$ cat src/verilog/umr_pkg.sv
// shared constants for the uart bus, reset and power control block
package umr_pkg;
  // host register addresses on the 3-bit address bus
  localparam logic [2:0] ADR_DATA = 3'h0;
  localparam logic [2:0] ADR_TRIG = 3'h1;
  localparam logic [2:0] ADR_DIVL = 3'h2;
  localparam logic [2:0] ADR_DIVH = 3'h3;
  localparam logic [2:0] ADR_FRAC = 3'h4;
  localparam logic [2:0] ADR_STAT = 3'h5;
  localparam logic [2:0] ADR_FCTL = 3'h7;
  // feature_control_reg fields
  localparam int FCTL_HALF = 3;
  localparam int FCTL_SWFLOW = 4;
  localparam int FCTL_PRE4 = 5;
  // status register fields
  localparam int ST_RXVALID = 0;
  localparam int ST_TXFULL = 1;
  localparam int ST_TXIDLE = 2;
  localparam int ST_RXTRIG = 3;
  localparam int ST_TXLOW = 4;
  localparam int ST_STOPPED = 5;
  localparam int ST_ASLEEP = 6;
  localparam int ST_HALF = 7;
  // reset values
  localparam logic [7:0] TRIG_RST = 8'h84;
  localparam logic [7:0] DIVL_RST = 8'h01;
  localparam logic [7:0] DIVH_RST = 8'h00;
  localparam logic [3:0] FRAC_RST = 4'h0;
  localparam logic [7:0] FCTL_RST = 8'h00;
  // in-band flow control characters
  localparam logic [7:0] XON_CHAR = 8'h11;
  localparam logic [7:0] XOFF_CHAR = 8'h13;
  // fifo geometry
  localparam int FIFO_AW = 6;
  localparam logic [6:0] FIFO_DEPTH = 7'h40;
  // oversampling points
  localparam logic [3:0] OS_LAST = 4'hf;
  localparam logic [3:0] OS_MID = 4'h7;
  localparam logic [1:0] PRE4_LAST = 2'h3;
  localparam logic [2:0] BIT_LAST = 3'h7;
endpackage

$ cat src/verilog/umr_fifo_if.sv
// handshake bundle between a byte fifo and its user
`timescale 1ns/1ps
interface umr_fifo_if;
  logic push_valid; // writer offers a byte
  logic push_ready; // fifo has room
  logic [7:0] push_data;
  logic pop_valid; // pop_data holds the head byte
  logic pop_ready; // reader takes the head byte
  logic [7:0] pop_data;
  logic [6:0] level; // bytes stored
  modport store (input push_valid, push_data, pop_ready,
                 output push_ready, pop_valid, pop_data, level);
  modport user (output push_valid, push_data, pop_ready,
                input push_ready, pop_valid, pop_data, level);
endinterface

$ cat src/verilog/umr_fifo.sv
// 64-byte fifo with registered read data
`timescale 1ns/1ps
module umr_fifo (
  // clock and clear
  input wire logic clk_sys_i,
  input wire logic clear_i,
  // user side
  umr_fifo_if.store port
);
  logic [7:0] mem [0:63]; // storage, no reset needed
  logic [5:0] wr_ptr;
  logic [5:0] rd_ptr;
  logic [6:0] level;
  logic settled; // head byte in pop_data is current
  logic [7:0] head;
  logic [5:0] next_wr_ptr;
  logic [5:0] next_rd_ptr;
  logic [6:0] next_level;
  logic next_settled;
  logic push_fire;
  logic pop_fire;

  // handshakes; valid waits one cycle after any move so the head is fresh
  assign port.push_ready = (level != umr_pkg::FIFO_DEPTH);
  assign port.pop_valid = (level != 7'h00) && settled;
  assign port.pop_data = head;
  assign port.level = level;
  assign push_fire = port.push_valid && port.push_ready;
  assign pop_fire = port.pop_valid && port.pop_ready;

  // pointer and level arithmetic
  always_comb
  begin
    next_wr_ptr = push_fire ? wr_ptr + 6'h01 : wr_ptr;
    next_rd_ptr = pop_fire ? rd_ptr + 6'h01 : rd_ptr;
    next_level = level + {6'h00, push_fire} - {6'h00, pop_fire};
    next_settled = !(push_fire || pop_fire);
  end

  // storage and pointer registers
  always_ff @(posedge clk_sys_i)
  begin
    if (push_fire)
    begin
      mem[wr_ptr] <= port.push_data;
    end
    head <= mem[rd_ptr];
    if (clear_i)
    begin
      wr_ptr <= 6'h00;
      rd_ptr <= 6'h00;
      level <= 7'h00;
      settled <= 1'b0;
    end
    else
    begin
      wr_ptr <= next_wr_ptr;
      rd_ptr <= next_rd_ptr;
      level <= next_level;
      settled <= next_settled;
    end
  end
endmodule

$ cat src/verilog/umr_uart.sv
// uart core with host bus style, reset polarity and power control
`timescale 1ns/1ps
// Notes on behaviour
// isolation during sleep freezes host bus sampling
// pump off only when asleep, clock low
// bus style pin picks strobe or direction protocol
// reset pin polarity follows bus style
// reset returns registers and outputs to defaults
// in reset: tx high, rx ignored
// direction mode ignores the read strobe
// separate 64-byte transmit and receive fifos
// xon/xoff flow control and fifo trigger levels
// fractional divisor with prescale 1 or 4
// host drives direction high read, low write
// host asserts chip select for every access
// duplex strap caught once, control bit overrides
// isolated bus: no register writes, no drive
module umr_uart (
  // clock and resets
  input wire logic clk_sys_i,
  input wire logic nrst_i,
  input wire logic reset_pin_i,
  // host bus
  input wire logic bus_mode_i,
  input wire logic cs_n_i,
  input wire logic [2:0] addr_i,
  input wire logic [7:0] data_i,
  output logic [7:0] data_o,
  output logic data_oe_o,
  input wire logic read_strobe_n_i,
  input wire logic write_strobe_n_i,
  // power and mode pins
  input wire logic bus_isolate_request_i,
  input wire logic pump_autosleep_i,
  input wire logic sleep_request_i,
  input wire logic duplex_strap_i,
  output logic osc_buffered_out_o,
  output logic pump_off_o,
  output logic half_duplex_o,
  // serial line
  input wire logic rx_i,
  output logic tx_o,
  output logic driver_en_o
);
  typedef enum logic [1:0] {UMR_IDLE, UMR_START, UMR_DATA, UMR_STOP} umr_ser_t;

  // fifo level at or above a trigger given in units of four bytes
  function automatic logic lvl_at(input logic [6:0] lvl, input logic [3:0] trig);
    lvl_at = (lvl >= {1'b0, trig, 2'b00});
  endfunction

  umr_fifo_if tx_q (); // host to line
  umr_fifo_if rx_q (); // line to host
  logic urst; // uart reset from either source
  // bus group
  logic cs_n_q, rd_n_q, wr_n_q, isolate;
  logic [7:0] trig, divl, divh, fctl;
  logic [3:0] frac;
  logic strapped; // duplex strap already caught
  logic next_cs_n_q, next_rd_n_q, next_wr_n_q, next_isolate, next_strapped;
  logic [7:0] next_trig, next_divl, next_divh, next_fctl, next_data_o;
  logic [3:0] next_frac;
  logic next_data_oe, rd_start, rd_active, wr_commit;
  logic [7:0] status;
  // baud group
  logic [1:0] pre_cnt, next_pre_cnt;
  logic [15:0] div_cnt, next_div_cnt;
  logic [3:0] acc, next_acc;
  logic tick, next_tick;
  // transmit group
  umr_ser_t tx_st, next_tx_st;
  logic [3:0] tx_os, next_tx_os;
  logic [2:0] tx_bit, next_tx_bit;
  logic [7:0] tx_sh, next_tx_sh;
  logic xoff_sent, next_xoff_sent, next_tx_o, next_driver_en;
  // receive group
  umr_ser_t rx_st, next_rx_st;
  logic [3:0] rx_os, next_rx_os;
  logic [2:0] rx_bit, next_rx_bit;
  logic [7:0] rx_sh, next_rx_sh;
  logic stopped, next_stopped;
  // power group
  logic asleep, next_osc, next_pump_off;

  // reset pin is active high in strobe mode, active low otherwise
  assign urst = !nrst_i || (bus_mode_i ? reset_pin_i : !reset_pin_i);

  umr_fifo u_txf (.clk_sys_i(clk_sys_i), .clear_i(urst), .port(tx_q.store));
  umr_fifo u_rxf (.clk_sys_i(clk_sys_i), .clear_i(urst), .port(rx_q.store));

  // sleep holds only when both engines and the transmit fifo are quiet
  assign asleep = sleep_request_i && (tx_st == UMR_IDLE) && (rx_st == UMR_IDLE)
                  && (tx_q.level == 7'h00);
  assign status = {half_duplex_o, asleep, stopped,
                   !lvl_at(tx_q.level, trig[3:0]), lvl_at(rx_q.level, trig[7:4]),
                   tx_st == UMR_IDLE, !tx_q.push_ready, rx_q.pop_valid};

  // host bus decode and register writes
  always_comb
  begin
    // frozen samples while isolated, so host toggling moves nothing inside
    next_cs_n_q = isolate ? cs_n_q : cs_n_i;
    next_rd_n_q = isolate ? rd_n_q : read_strobe_n_i;
    next_wr_n_q = isolate ? wr_n_q : write_strobe_n_i;
    if (bus_mode_i)
    begin
      // strobe mode: read on falling read strobe, write on rising write strobe
      rd_active = !cs_n_i && !read_strobe_n_i;
      rd_start = rd_active && rd_n_q;
      wr_commit = !cs_n_i && !wr_n_q && write_strobe_n_i;
    end
    else
    begin
      // direction mode: read strobe pin unused; write line is direction
      rd_active = !cs_n_i && write_strobe_n_i;
      rd_start = rd_active && cs_n_q;
      wr_commit = cs_n_i && !cs_n_q && !wr_n_q;
    end
    rd_active = rd_active && !isolate;
    rd_start = rd_start && !isolate;
    wr_commit = wr_commit && !isolate;
    next_trig = trig;
    next_divl = divl;
    next_divh = divh;
    next_frac = frac;
    next_fctl = fctl;
    next_strapped = 1'b1;
    tx_q.push_valid = wr_commit && (addr_i == umr_pkg::ADR_DATA);
    tx_q.push_data = data_i;
    rx_q.pop_ready = rd_start && (addr_i == umr_pkg::ADR_DATA);
    if (wr_commit)
    begin
      case (addr_i)
        umr_pkg::ADR_TRIG: next_trig = data_i;
        umr_pkg::ADR_DIVL: next_divl = data_i;
        umr_pkg::ADR_DIVH: next_divh = data_i;
        umr_pkg::ADR_FRAC: next_frac = data_i[3:0];
        umr_pkg::ADR_FCTL: next_fctl = data_i;
        default: next_fctl = fctl;
      endcase
    end
    // duplex strap caught on the first cycle out of power-up reset
    if (!strapped)
    begin
      next_fctl[umr_pkg::FCTL_HALF] = duplex_strap_i;
    end
    // read data is latched at the start of the read and held
    next_data_o = data_o;
    if (rd_start)
    begin
      case (addr_i)
        umr_pkg::ADR_DATA: next_data_o = rx_q.pop_valid ? rx_q.pop_data : 8'h00;
        umr_pkg::ADR_TRIG: next_data_o = trig;
        umr_pkg::ADR_DIVL: next_data_o = divl;
        umr_pkg::ADR_DIVH: next_data_o = divh;
        umr_pkg::ADR_FRAC: next_data_o = {4'h0, frac};
        umr_pkg::ADR_STAT: next_data_o = status;
        umr_pkg::ADR_FCTL: next_data_o = fctl;
        default: next_data_o = 8'h00;
      endcase
    end
    next_data_oe = rd_active;
    next_isolate = bus_isolate_request_i && asleep;
  end

  // baud tick: prescaler, then divisor stretched by the fraction carry
  always_comb
  begin
    next_pre_cnt = pre_cnt + 2'h1;
    next_div_cnt = div_cnt;
    next_acc = acc;
    next_tick = 1'b0;
    if (!fctl[umr_pkg::FCTL_PRE4] || (pre_cnt == umr_pkg::PRE4_LAST))
    begin
      if (div_cnt == 16'h0000)
      begin
        next_tick = 1'b1;
        // carry out of the sixteenths adds one reference period
        {next_div_cnt, next_acc} = {{divh, divl} - 16'h0001, 4'h0}
                                   + {15'h0000, {1'b0, acc} + {1'b0, frac}};
        if ({divh, divl} == 16'h0000)
        begin
          next_div_cnt = 16'h0000; // zero divisor runs at full rate
        end
      end
      else
      begin
        next_div_cnt = div_cnt - 16'h0001;
      end
    end
  end

  // transmitter with in-band flow characters ahead of queued data
  always_comb
  begin
    next_tx_st = tx_st;
    next_tx_os = tx_os;
    next_tx_bit = tx_bit;
    next_tx_sh = tx_sh;
    next_xoff_sent = xoff_sent;
    next_tx_o = 1'b1;
    tx_q.pop_ready = 1'b0;
    case (tx_st)
      UMR_IDLE:
      begin
        if (fctl[umr_pkg::FCTL_SWFLOW] && !xoff_sent && lvl_at(rx_q.level, trig[7:4]))
        begin
          next_tx_sh = umr_pkg::XOFF_CHAR; // receiver near full
          next_xoff_sent = 1'b1;
          next_tx_st = UMR_START;
        end
        else if (xoff_sent && !lvl_at(rx_q.level, trig[7:4]))
        begin
          next_tx_sh = umr_pkg::XON_CHAR; // room again, resume far end
          next_xoff_sent = 1'b0;
          next_tx_st = UMR_START;
        end
        else if (tx_q.pop_valid && !stopped)
        begin
          tx_q.pop_ready = 1'b1;
          next_tx_sh = tx_q.pop_data;
          next_tx_st = UMR_START;
        end
        next_tx_os = 4'h0;
        next_tx_bit = 3'h0;
      end
      UMR_START:
      begin
        next_tx_o = 1'b0;
        if (tick)
        begin
          next_tx_os = tx_os + 4'h1;
          next_tx_st = (tx_os == umr_pkg::OS_LAST) ? UMR_DATA : UMR_START;
        end
      end
      UMR_DATA:
      begin
        next_tx_o = tx_sh[0];
        if (tick)
        begin
          next_tx_os = tx_os + 4'h1;
          if (tx_os == umr_pkg::OS_LAST)
          begin
            next_tx_sh = {1'b0, tx_sh[7:1]};
            next_tx_o = tx_sh[1];
            next_tx_bit = tx_bit + 3'h1;
            next_tx_st = (tx_bit == umr_pkg::BIT_LAST) ? UMR_STOP : UMR_DATA;
            next_tx_o = (tx_bit == umr_pkg::BIT_LAST) ? 1'b1 : tx_sh[1];
          end
        end
      end
      UMR_STOP:
      begin
        if (tick)
        begin
          next_tx_os = tx_os + 4'h1;
          next_tx_st = (tx_os == umr_pkg::OS_LAST) ? UMR_IDLE : UMR_STOP;
        end
      end
      default: next_tx_st = UMR_IDLE;
    endcase
    if (next_tx_st == UMR_START)
    begin
      next_tx_o = 1'b0;
    end
    // half duplex drives the line only while a frame is going out
    next_driver_en = !fctl[umr_pkg::FCTL_HALF] || (next_tx_st != UMR_IDLE);
  end

  // receiver, deaf to its own echo in half duplex
  always_comb
  begin
    next_rx_st = rx_st;
    next_rx_os = rx_os;
    next_rx_bit = rx_bit;
    next_rx_sh = rx_sh;
    next_stopped = stopped && fctl[umr_pkg::FCTL_SWFLOW];
    rx_q.push_valid = 1'b0;
    rx_q.push_data = rx_sh;
    case (rx_st)
      UMR_IDLE:
      begin
        next_rx_os = 4'h0;
        next_rx_bit = 3'h0;
        if (!rx_i && !(fctl[umr_pkg::FCTL_HALF] && tx_st != UMR_IDLE))
        begin
          next_rx_st = UMR_START;
        end
      end
      UMR_START:
      begin
        if (tick)
        begin
          next_rx_os = rx_os + 4'h1;
          if (rx_os == umr_pkg::OS_MID)
          begin
            // realign to mid bit; a short glitch is dropped
            next_rx_os = 4'h0;
            next_rx_st = rx_i ? UMR_IDLE : UMR_DATA;
          end
        end
      end
      UMR_DATA:
      begin
        if (tick)
        begin
          next_rx_os = rx_os + 4'h1;
          if (rx_os == umr_pkg::OS_LAST)
          begin
            next_rx_sh = {rx_i, rx_sh[7:1]};
            next_rx_bit = rx_bit + 3'h1;
            next_rx_st = (rx_bit == umr_pkg::BIT_LAST) ? UMR_STOP : UMR_DATA;
          end
        end
      end
      UMR_STOP:
      begin
        if (tick)
        begin
          next_rx_os = rx_os + 4'h1;
          if (rx_os == umr_pkg::OS_LAST)
          begin
            next_rx_st = UMR_IDLE;
            if (rx_i && fctl[umr_pkg::FCTL_SWFLOW] && (rx_sh == umr_pkg::XOFF_CHAR))
            begin
              next_stopped = 1'b1; // far end asks us to pause
            end
            else if (rx_i && fctl[umr_pkg::FCTL_SWFLOW] && (rx_sh == umr_pkg::XON_CHAR))
            begin
              next_stopped = 1'b0;
            end
            else
            begin
              rx_q.push_valid = rx_i; // full fifo drops the byte
            end
          end
        end
      end
      default: next_rx_st = UMR_IDLE;
    endcase
  end

  // oscillator follower and charge pump control
  always_comb
  begin
    next_osc = !asleep && !osc_buffered_out_o;
    next_pump_off = pump_autosleep_i && asleep && !osc_buffered_out_o;
  end

  // all state registers; reset holds tx high and idles the receiver
  always_ff @(posedge clk_sys_i)
  begin
    if (!nrst_i)
    begin
      strapped <= 1'b0;
    end
    else
    begin
      strapped <= next_strapped;
    end
    if (urst)
    begin
      {cs_n_q, rd_n_q, wr_n_q} <= 3'h7;
      isolate <= 1'b0;
      trig <= umr_pkg::TRIG_RST;
      divl <= umr_pkg::DIVL_RST;
      divh <= umr_pkg::DIVH_RST;
      frac <= umr_pkg::FRAC_RST;
      fctl <= umr_pkg::FCTL_RST;
      data_o <= 8'h00;
      data_oe_o <= 1'b0;
      {pre_cnt, div_cnt, acc, tick} <= 23'h000000;
      tx_st <= UMR_IDLE;
      {tx_os, tx_bit, tx_sh, xoff_sent} <= 16'h0000;
      tx_o <= 1'b1;
      driver_en_o <= 1'b0;
      rx_st <= UMR_IDLE;
      {rx_os, rx_bit, rx_sh, stopped} <= 16'h0000;
      osc_buffered_out_o <= 1'b0;
      pump_off_o <= 1'b0;
      half_duplex_o <= 1'b0;
    end
    else
    begin
      {cs_n_q, rd_n_q, wr_n_q} <= {next_cs_n_q, next_rd_n_q, next_wr_n_q};
      isolate <= next_isolate;
      trig <= next_trig;
      divl <= next_divl;
      divh <= next_divh;
      frac <= next_frac;
      fctl <= strapped ? next_fctl : {next_fctl[7:4], duplex_strap_i, next_fctl[2:0]};
      data_o <= next_data_o;
      data_oe_o <= next_data_oe;
      {pre_cnt, div_cnt, acc, tick} <= {next_pre_cnt, next_div_cnt, next_acc, next_tick};
      tx_st <= next_tx_st;
      {tx_os, tx_bit, tx_sh, xoff_sent} <= {next_tx_os, next_tx_bit, next_tx_sh, next_xoff_sent};
      tx_o <= next_tx_o;
      driver_en_o <= next_driver_en;
      rx_st <= next_rx_st;
      {rx_os, rx_bit, rx_sh, stopped} <= {next_rx_os, next_rx_bit, next_rx_sh, next_stopped};
      osc_buffered_out_o <= next_osc;
      pump_off_o <= next_pump_off;
      half_duplex_o <= next_fctl[umr_pkg::FCTL_HALF];
    end
  end
endmodule

$ cat config.mk
export PLATFORM = sky130hd
export DESIGN_NAME = umr_uart
export DESIGN_NICKNAME = d
export VERILOG_FILES = /design/src/verilog/umr_pkg.sv /design/src/verilog/umr_fifo_if.sv /design/src/verilog/umr_fifo.sv /design/src/verilog/umr_uart.sv
export SDC_FILE = /design/constraint.sdc
export NUM_CORES = 2
export LEC_CHECK = 0
export BUFFER_PORTS_ARGS = -buffer_cell sky130_fd_sc_hd__buf_2
export CAP_MARGIN = 15
export CELL_PAD_IN_SITES_DETAIL_PLACEMENT = 1
export CELL_PAD_IN_SITES_GLOBAL_PLACEMENT = 1
export CORE_UTILIZATION = 40
export DETAILED_ROUTE_END_ITERATION = 12
export PLACE_DENSITY = 0.63
export SYNTH_ARGS = -nofsm -noshare
export SYNTH_HDL_FRONTEND = slang
export SYNTH_SLANG_ARGS = --single-unit
export TNS_END_PERCENT = 5
$ cat constraint.sdc
create_clock -name clk_sys_i -period 3.65 [get_ports clk_sys_i]
set_input_delay 0.1825 -clock clk_sys_i [delete_from_list [all_inputs] [get_ports clk_sys_i]]
set_output_delay 0.1825 -clock clk_sys_i [all_outputs]
set_load 0.005 [all_outputs]
# Yosys cells after proc, flatten, opt, wreduce, memory -nomap -nowiden
# Memories as Yosys holds them, arrays and structs flattened. A register that Yosys moved wholly into a read port is not among the register bits.
# Index checks and enable logic that the tools add are counted.
dict set report totals {
  wordCells 263
  n_memories 2
  input_bits 23
  mem_bits_rw 1024
  regBits 154
}
dict set report op_classes {
  n_reduce_logical 89
  add_sub_neg 17
  eq_ne 35
  bitwise_logic 1
  order_cmp 2
  n_mux 78
}
# memory words width rd rd_ports_with_merged_regs write_ports line
set memory_table {}
lappend memory_table {u_rxf.mem 64 8 1 1 1 umr_fifo.sv:10} ;# logic [7:0] mem [0:63];
lappend memory_table {u_txf.mem 64 8 1 1 1 umr_fifo.sv:10}
# operator count
set op_table {}
lappend op_table {{8-bit 2-to-1 mux} 8}
lappend op_table {{8-bit case mux with 7 select lines} 1}
lappend op_table {{1-bit logical AND} 36}
lappend op_table {{2-bit 2-to-1 mux} 17}
lappend op_table {{1-bit 2-to-1 mux} 33}
lappend op_table {{16-bit logical NOT} 2}
lappend op_table {{16-bit 2-to-1 mux} 2}
lappend op_table {{16-bit by 1-bit subtractor with 16-bit output, second input constant} 2}
lappend op_table {{6-bit by 1-bit adder with 6-bit output, second input constant} 4}
lappend op_table {{20-bit by 5-bit adder with 20-bit output} 1}
lappend op_table {{1-bit logical NOT} 20}
lappend op_table {{4-bit 2-to-1 mux} 5}
lappend op_table {{8-bit by 5-bit equality test with 1-bit output, second input constant} 2}
lappend op_table {{2-bit inequality test, second input constant} 8}
lappend op_table {{2-bit case mux with 4 select lines} 2}
lappend op_table {{8-bit case mux with 2 select lines} 1}
lappend op_table {{3-bit equality test, second input constant} 5}
lappend op_table {{7-bit by 1-bit adder with 7-bit output} 2}
lappend op_table {{7-bit by 6-bit >= comparator with 1-bit output} 2}
lappend op_table {{7-bit inequality test, second input constant} 2}
lappend op_table {{2-bit AND reduction} 7}
lappend op_table {{7-bit nonzero test} 2}
lappend op_table {{7-bit by 1-bit subtractor with 7-bit output} 2}
lappend op_table {{3-bit 2-to-1 mux} 4}
lappend op_table {{27 further kinds} 52}

# Depth between registers and ports, before layout
dict set report logic_depth {
  depth_word 10
  depth_mapped 19
}

# By module
# A second synthesis with hierarchy kept.
dict set report unflattened {
  hier_cells 2974
  area_unflattened_um2 48745.5
}
# mod area_each_um2 n_inst cells_per_inst
set modules_own_cells {}
lappend modules_own_cells {{umr_fifo at u_rxf} 21144.0 1 1086}
lappend modules_own_cells {{umr_fifo at u_txf} 21116.5 1 1086}
lappend modules_own_cells {umr_uart 6485.0 1 802}

# Least setup slack after synthesis
# Ideal clock, no wire load.
dict set report synth_path {
  path_kind {register to register}
  start {reg trig[7]}
  end {reg u_txf.level[6], in the netlist u_txf.port.level[6]}
  setup_time_ns 0.132
  t_arrival_ns 3.370
  path_slack_ns 0.147
  period_less_slack_ns 3.503
  path_stages_with_launch 20
  path_cell_list {dfxtp_1 -> inv_1 -> ha_1 -> a211oi_1 -> nor3b_1 -> a31oi_1 -> nand2_1 -> nor3_2 -> ha_1 -> inv_1 -> ha_1 -> inv_1 -> fa_1 -> inv_1 -> a21oi_1 -> nor2_1 -> o21ai_0 -> a21oi_1 -> or3_1 -> a21oi_1}
}
dict set report synth_between {
  elab_chain_cells 8
}
# item line
set synth_rtl {}
lappend synth_rtl {{start, declared} umr_uart.sv:57} ;# logic [7:0] trig, divl, divh, fctl;
lappend synth_rtl {{start signal, assigned} umr_uart.sv:365} ;# trig <= umr_pkg::TRIG_RST;
lappend synth_rtl {{start signal, assigned} umr_uart.sv:387} ;# trig <= next_trig;
lappend synth_rtl {{7-bit by 6-bit >= comparator with 1-bit output (*)} umr_uart.sv:49} ;# lvl_at = (lvl >= {1'b0, trig, 2'b00});
lappend synth_rtl {{1-bit logical NOT} umr_uart.sv:212} ;# else if (xoff_sent && !lvl_at(rx_q.level, trig[7:4]))
lappend synth_rtl {{1-bit logical AND} umr_uart.sv:212}
lappend synth_rtl {{1-bit 2-to-1 mux} umr_uart.sv:212}
lappend synth_rtl {{1-bit 2-to-1 mux (*)} umr_uart.sv:206} ;# if (fctl[umr_pkg::FCTL_SWFLOW] && !xoff_sent && lvl_at(rx_q.level, trig[7:4]))
lappend synth_rtl {{1-bit 2-to-1 mux (*)} umr_uart.sv:203} ;# case (tx_st)
lappend synth_rtl {{1-bit logical AND (*)} umr_fifo.sv:29} ;# assign pop_fire = port.pop_valid && port.pop_ready;
lappend synth_rtl {{net u_txf.pop_fire} umr_fifo.sv:21} ;# logic pop_fire;
lappend synth_rtl {{7-bit by 1-bit subtractor with 7-bit output (*)} umr_fifo.sv:36} ;# next_level = level + {6'h00, push_fire} - {6'h00, pop_fire};
lappend synth_rtl {{end signal, assigned} umr_fifo.sv:59} ;# level <= next_level;
lappend synth_rtl {{end, declared} umr_fifo.sv:13} ;# logic [6:0] level;
# Mark *: on every way through the listed nets, which the timed path passes. The rest lies on a longest branch.
# A chain may end at the register's enable or synchronous reset.

# Worst setup path in the final report
dict set report layout_path {
  start {reg u_txf.level[5], in the netlist u_txf.port.level[5]}
  end {reg u_txf.level[6], in the netlist u_txf.port.level[6]}
}
dict set report layout_between {
  elab_chain_cells 9
}
# item line
set layout_rtl {}
lappend layout_rtl {{7-bit nonzero test (*)} umr_fifo.sv:25} ;# assign port.pop_valid = (level != 7'h00) && settled;
lappend layout_rtl {{1-bit logical AND (*)} umr_fifo.sv:25}
lappend layout_rtl {{1-bit logical AND} umr_uart.sv:218} ;# else if (tx_q.pop_valid && !stopped)
lappend layout_rtl {{1-bit 2-to-1 mux} umr_uart.sv:218}
lappend layout_rtl {{1-bit 2-to-1 mux} umr_uart.sv:212}
lappend layout_rtl {{1-bit 2-to-1 mux} umr_uart.sv:206}
lappend layout_rtl {{1-bit 2-to-1 mux} umr_uart.sv:203}
lappend layout_rtl {{1-bit logical AND (*)} umr_fifo.sv:29}
lappend layout_rtl {{net u_txf.pop_fire} umr_fifo.sv:21}
lappend layout_rtl {{7-bit by 1-bit subtractor with 7-bit output (*)} umr_fifo.sv:36}
# Marked as above.

==> summary.txt <==
CTS
  • Clk Latency, worst-skew pair: 0.73 ns
  • Root buffer cell: clkbuf_16
  • CTS tree: built
  • H-tree level count: 4
  • Reg clk slew, reported paths: 0.06 ns
  • Num CTS Buffers: 131
  • Worst-case clock buffer depth: 3
  • Clock sinks: 1193

Timing
  • Slew at the pin closest to its max-slew limit: 1.195 ns
  • Final setup viols: 0
  • Slew margin rel.: 20.33%
  • Worst hold margin: 0.04744 ns
  • Final hold vios: 0
  • Final critical path time including I/O delays and setup: 3.437 ns
  • Max Clock Freq: 291.0 MHz
  • Tcrit/Tclk final: 94.15%
  • Max Clock Skew: 0.03566 ns
  • Pins Over Slew Limit: 0

Detailed routing
  • Detailed Route Iter0 Violations: 1901
  • Detail Route Antenna Nets: 0
  • Wire per inst: 25.98 um
  • Number of remaining DRC errors: 0
  • Final wirelength: 118900 um
  • DRT Pass-1 Iters: 7
  • Vias per cell: 5.518
  • Via count: 25250

Final layout
  • Final Non-Filler Cells: 4575
  • Final Core Density: 47.02%
  • Layout cell share with drive strength beyond 1: 27.94%
  • Synth-to-layout area growth: 16.00%
  • NumNets Final: 2951

Setup path
  • Critical path endpoint category: flop
  • Critical path arrival: 4.01 ns
  • Setup CP Type: flop to flop
  • CP Max Fanout: 3
  • Worst Setup Start Kind: flop
  • Worst EP required: 4.22 ns
  • R2R cell count: 17

Worst hold path
  • Hold Path Cell Cnt: 1
  • Hold Path Class: input port to flop

Synthesis
  • Main synth FF type: edfxtp_1
  • Average instance area after synthesis: 18.31 um^2
  • Yosys reg bits: 1193
  • Number of synthesized flops with an enable pin: 1024
  • Post-synth cell types: 76
  • Sequential area share after synthesis: 70.94%
  • Top cell type's share of synthesized area: 63.91%
  • Cells after Synth: 2628
  • Dominant cells by area after synthesis: edfxtp_1, mux4_2, dfxtp_1
  • FFs w/ async S/R, synth: 0%
  • Post-synth net total: 2699
  • Synthesized cell area: 48120 um^2
  • Warnings from Yosys: 0
  • Leading area contributor after synthesis: edfxtp_1

Floorplanning
  • Chip height: 348.8 um
  • Die Area: 121700 um^2
  • Io pins: 37
  • Initial Util: 40.53%
  • Core ar.: 118700 um^2
  • Die Wd: 348.8 um
  • # rows: 126

Global routing
  • Tot GR Track Use: 19.71%
  • Grt ovf: 0
  • GR Layer Usage met2: 33.38%
  • GRT busiest layer: met2
  • Met1 Use GR: 26.39%
  • Met3 GRT Util: 3.114%
  • Pin count of the biggest net entering global routing: 117
  • Global-route wire length before repair: 177200 um
  • Initial antenna violation count: 4
  • Vias in the first global route: 26990

Placement
  • Port bufs: 36
  • Dpl cells: 4334
  • Dpl hpwl: 76190 um
  • GP Congestion: 0.8088

Run status
  • Status: complete, no violations

Job
  • Max-cap violations: 0

Power and ir drop
  • P_leak: 18.17 nW
  • Worst VDD drop: 0.5186 mV
  • PwrDens: 546.9 nW/um^2
cells in the final DEF (no fill, tap or decap), drive strengths merged, types with 6 or more instances in the layout:
master | netlist | final
nand3 | 32 | 32
a221oi | 7 | 7
o22ai | 6 | 6
dlygate4sd3 | 0 | 11
a21oi | 46 | 46
nor3 | 32 | 32
xor2 | 27 | 27
and3 | 7 | 7
buf | 57 | 257
o21ai | 45 | 45
or4 | 7 | 7
xnor2 | 31 | 31
nor3b | 8 | 8
edfxtp | 1024 | 1024
or2 | 7 | 7
or3b | 6 | 6
o31ai | 6 | 6
mux4 | 336 | 336
a211oi | 11 | 11
ha | 45 | 45
nor2b | 14 | 14
mux2i | 57 | 57
nand2 | 71 | 71
nor4 | 17 | 17
clkinv | 0 | 47
nor2 | 282 | 282
dfxtp | 169 | 169
nand3b | 15 | 15
nand2b | 8 | 8
bufinv | 0 | 8
clkbuf | 92 | 166
inv | 47 | 51
or3 | 9 | 9
nand4 | 13 | 13
a22oi | 22 | 22
synthesized netlist by cell type, types with 32 or more instances:
| library cell | count |
|---|---|
| dfxtp_1 | 169 |
| o21ai_0 | 42 |
| buf_1 | 32 |
| mux2i_1 | 57 |
| mux4_2 | 336 |
| nor2_1 | 281 |
| clkbuf_1 | 92 |
| ha_1 | 45 |
| inv_1 | 47 |
| nand2_1 | 70 |
| a21oi_1 | 46 |
| edfxtp_1 | 1024 |
kinds of logic after synthesis:
logic type | after synthesis | share of synthesized area, %
flops | 1193 | 70.94
mux | 397 | 17.01
buf+inv | 196 | 1.620
fa+ha+maj | 49 | 1.316
xor+xnor | 58 | 1.056
compound gates | 187 | 2.569
simple gates | 548 | 5.497
stage by stage:
step	setup TNS (ns)	total power [mW]	instance area, um^2	worst slack, ns
2_1_floorplan	0	17.25	48120	0.1473
3_3_place_gp	0	17.95	51550	0.1447
3_5_place_dp	0	18.09	51550	0.1457
4_1_cts	0	30.86	55750	0.1176
5_1_grt	-0.01999	31.60	55820	-0.01999
6_report	0	30.53	55820	0.2135
report_power, final:
group          total, mW  internal, mW  switching [mW]
Sequential          15.0          14.8           0.155
Combinational       2.84          1.13            1.71
Clock               12.7          7.39            5.31
critical path, stage by stage (launching register included):
cell	delay (ns)
dfxtp_1	0.39
inv_1	0.08
ha_1	0.21
and4b_1	0.22
or3b_2	0.50
nor3_4	0.23
ha_1	0.25
inv_1	0.06
ha_1	0.17
inv_1	0.07
fa_1	0.44
inv_1	0.07
a21oi_1	0.06
nor2_1	0.15
o21ai_2	0.08
a21oi_2	0.13
or3_1	0.12
a21oi_1	0.06
layer usage:
metal,up-vias,share of wire [%]
met5,-,0
met4,0,2.0
met3,161,4.6
met2,578,51
met1,13480,43
li1,11030,-
final timing paths:
kind | to | startpoint | slack, ns
setup / recovery | u_txf.port.level[6]$_SDFF_PP0_ | u_txf.port.level[5]$_SDFF_PP0_ | 0.21
hold / removal | u_txf.mem[30][5]$_DFFE_PP_ | data_i[5] | 0.05
setup reg to reg | u_txf.port.level[6]$_SDFF_PP0_ | u_txf.port.level[5]$_SDFF_PP0_ | 0.21
hold reg to reg | pre_cnt[0]$_SDFF_PP0_ | pre_cnt[0]$_SDFF_PP0_ | 0.43
layout make-up:
class	count	area (um^2)
flip-flops and latches	1193	34160
well taps	1600	2002
clock buffers	166	3513
repair buffers	268	2137
multi-input cells	1239	13240
clock inverters	61	588.1
diodes	1	2.502
inverters	47	176.4
fillers	11070	62890
repair_timing:
action | 4_1_cts | 5_1_grt
hold buffers | 10 | 1
buffers inserted | 0 | 1
endpoints found under the hold margin | 20 | 12
gates resized for setup | 0 | 8
setup endpoints to repair | 0 | 1
Note: power is estimated with default switching activity, not from simulation.
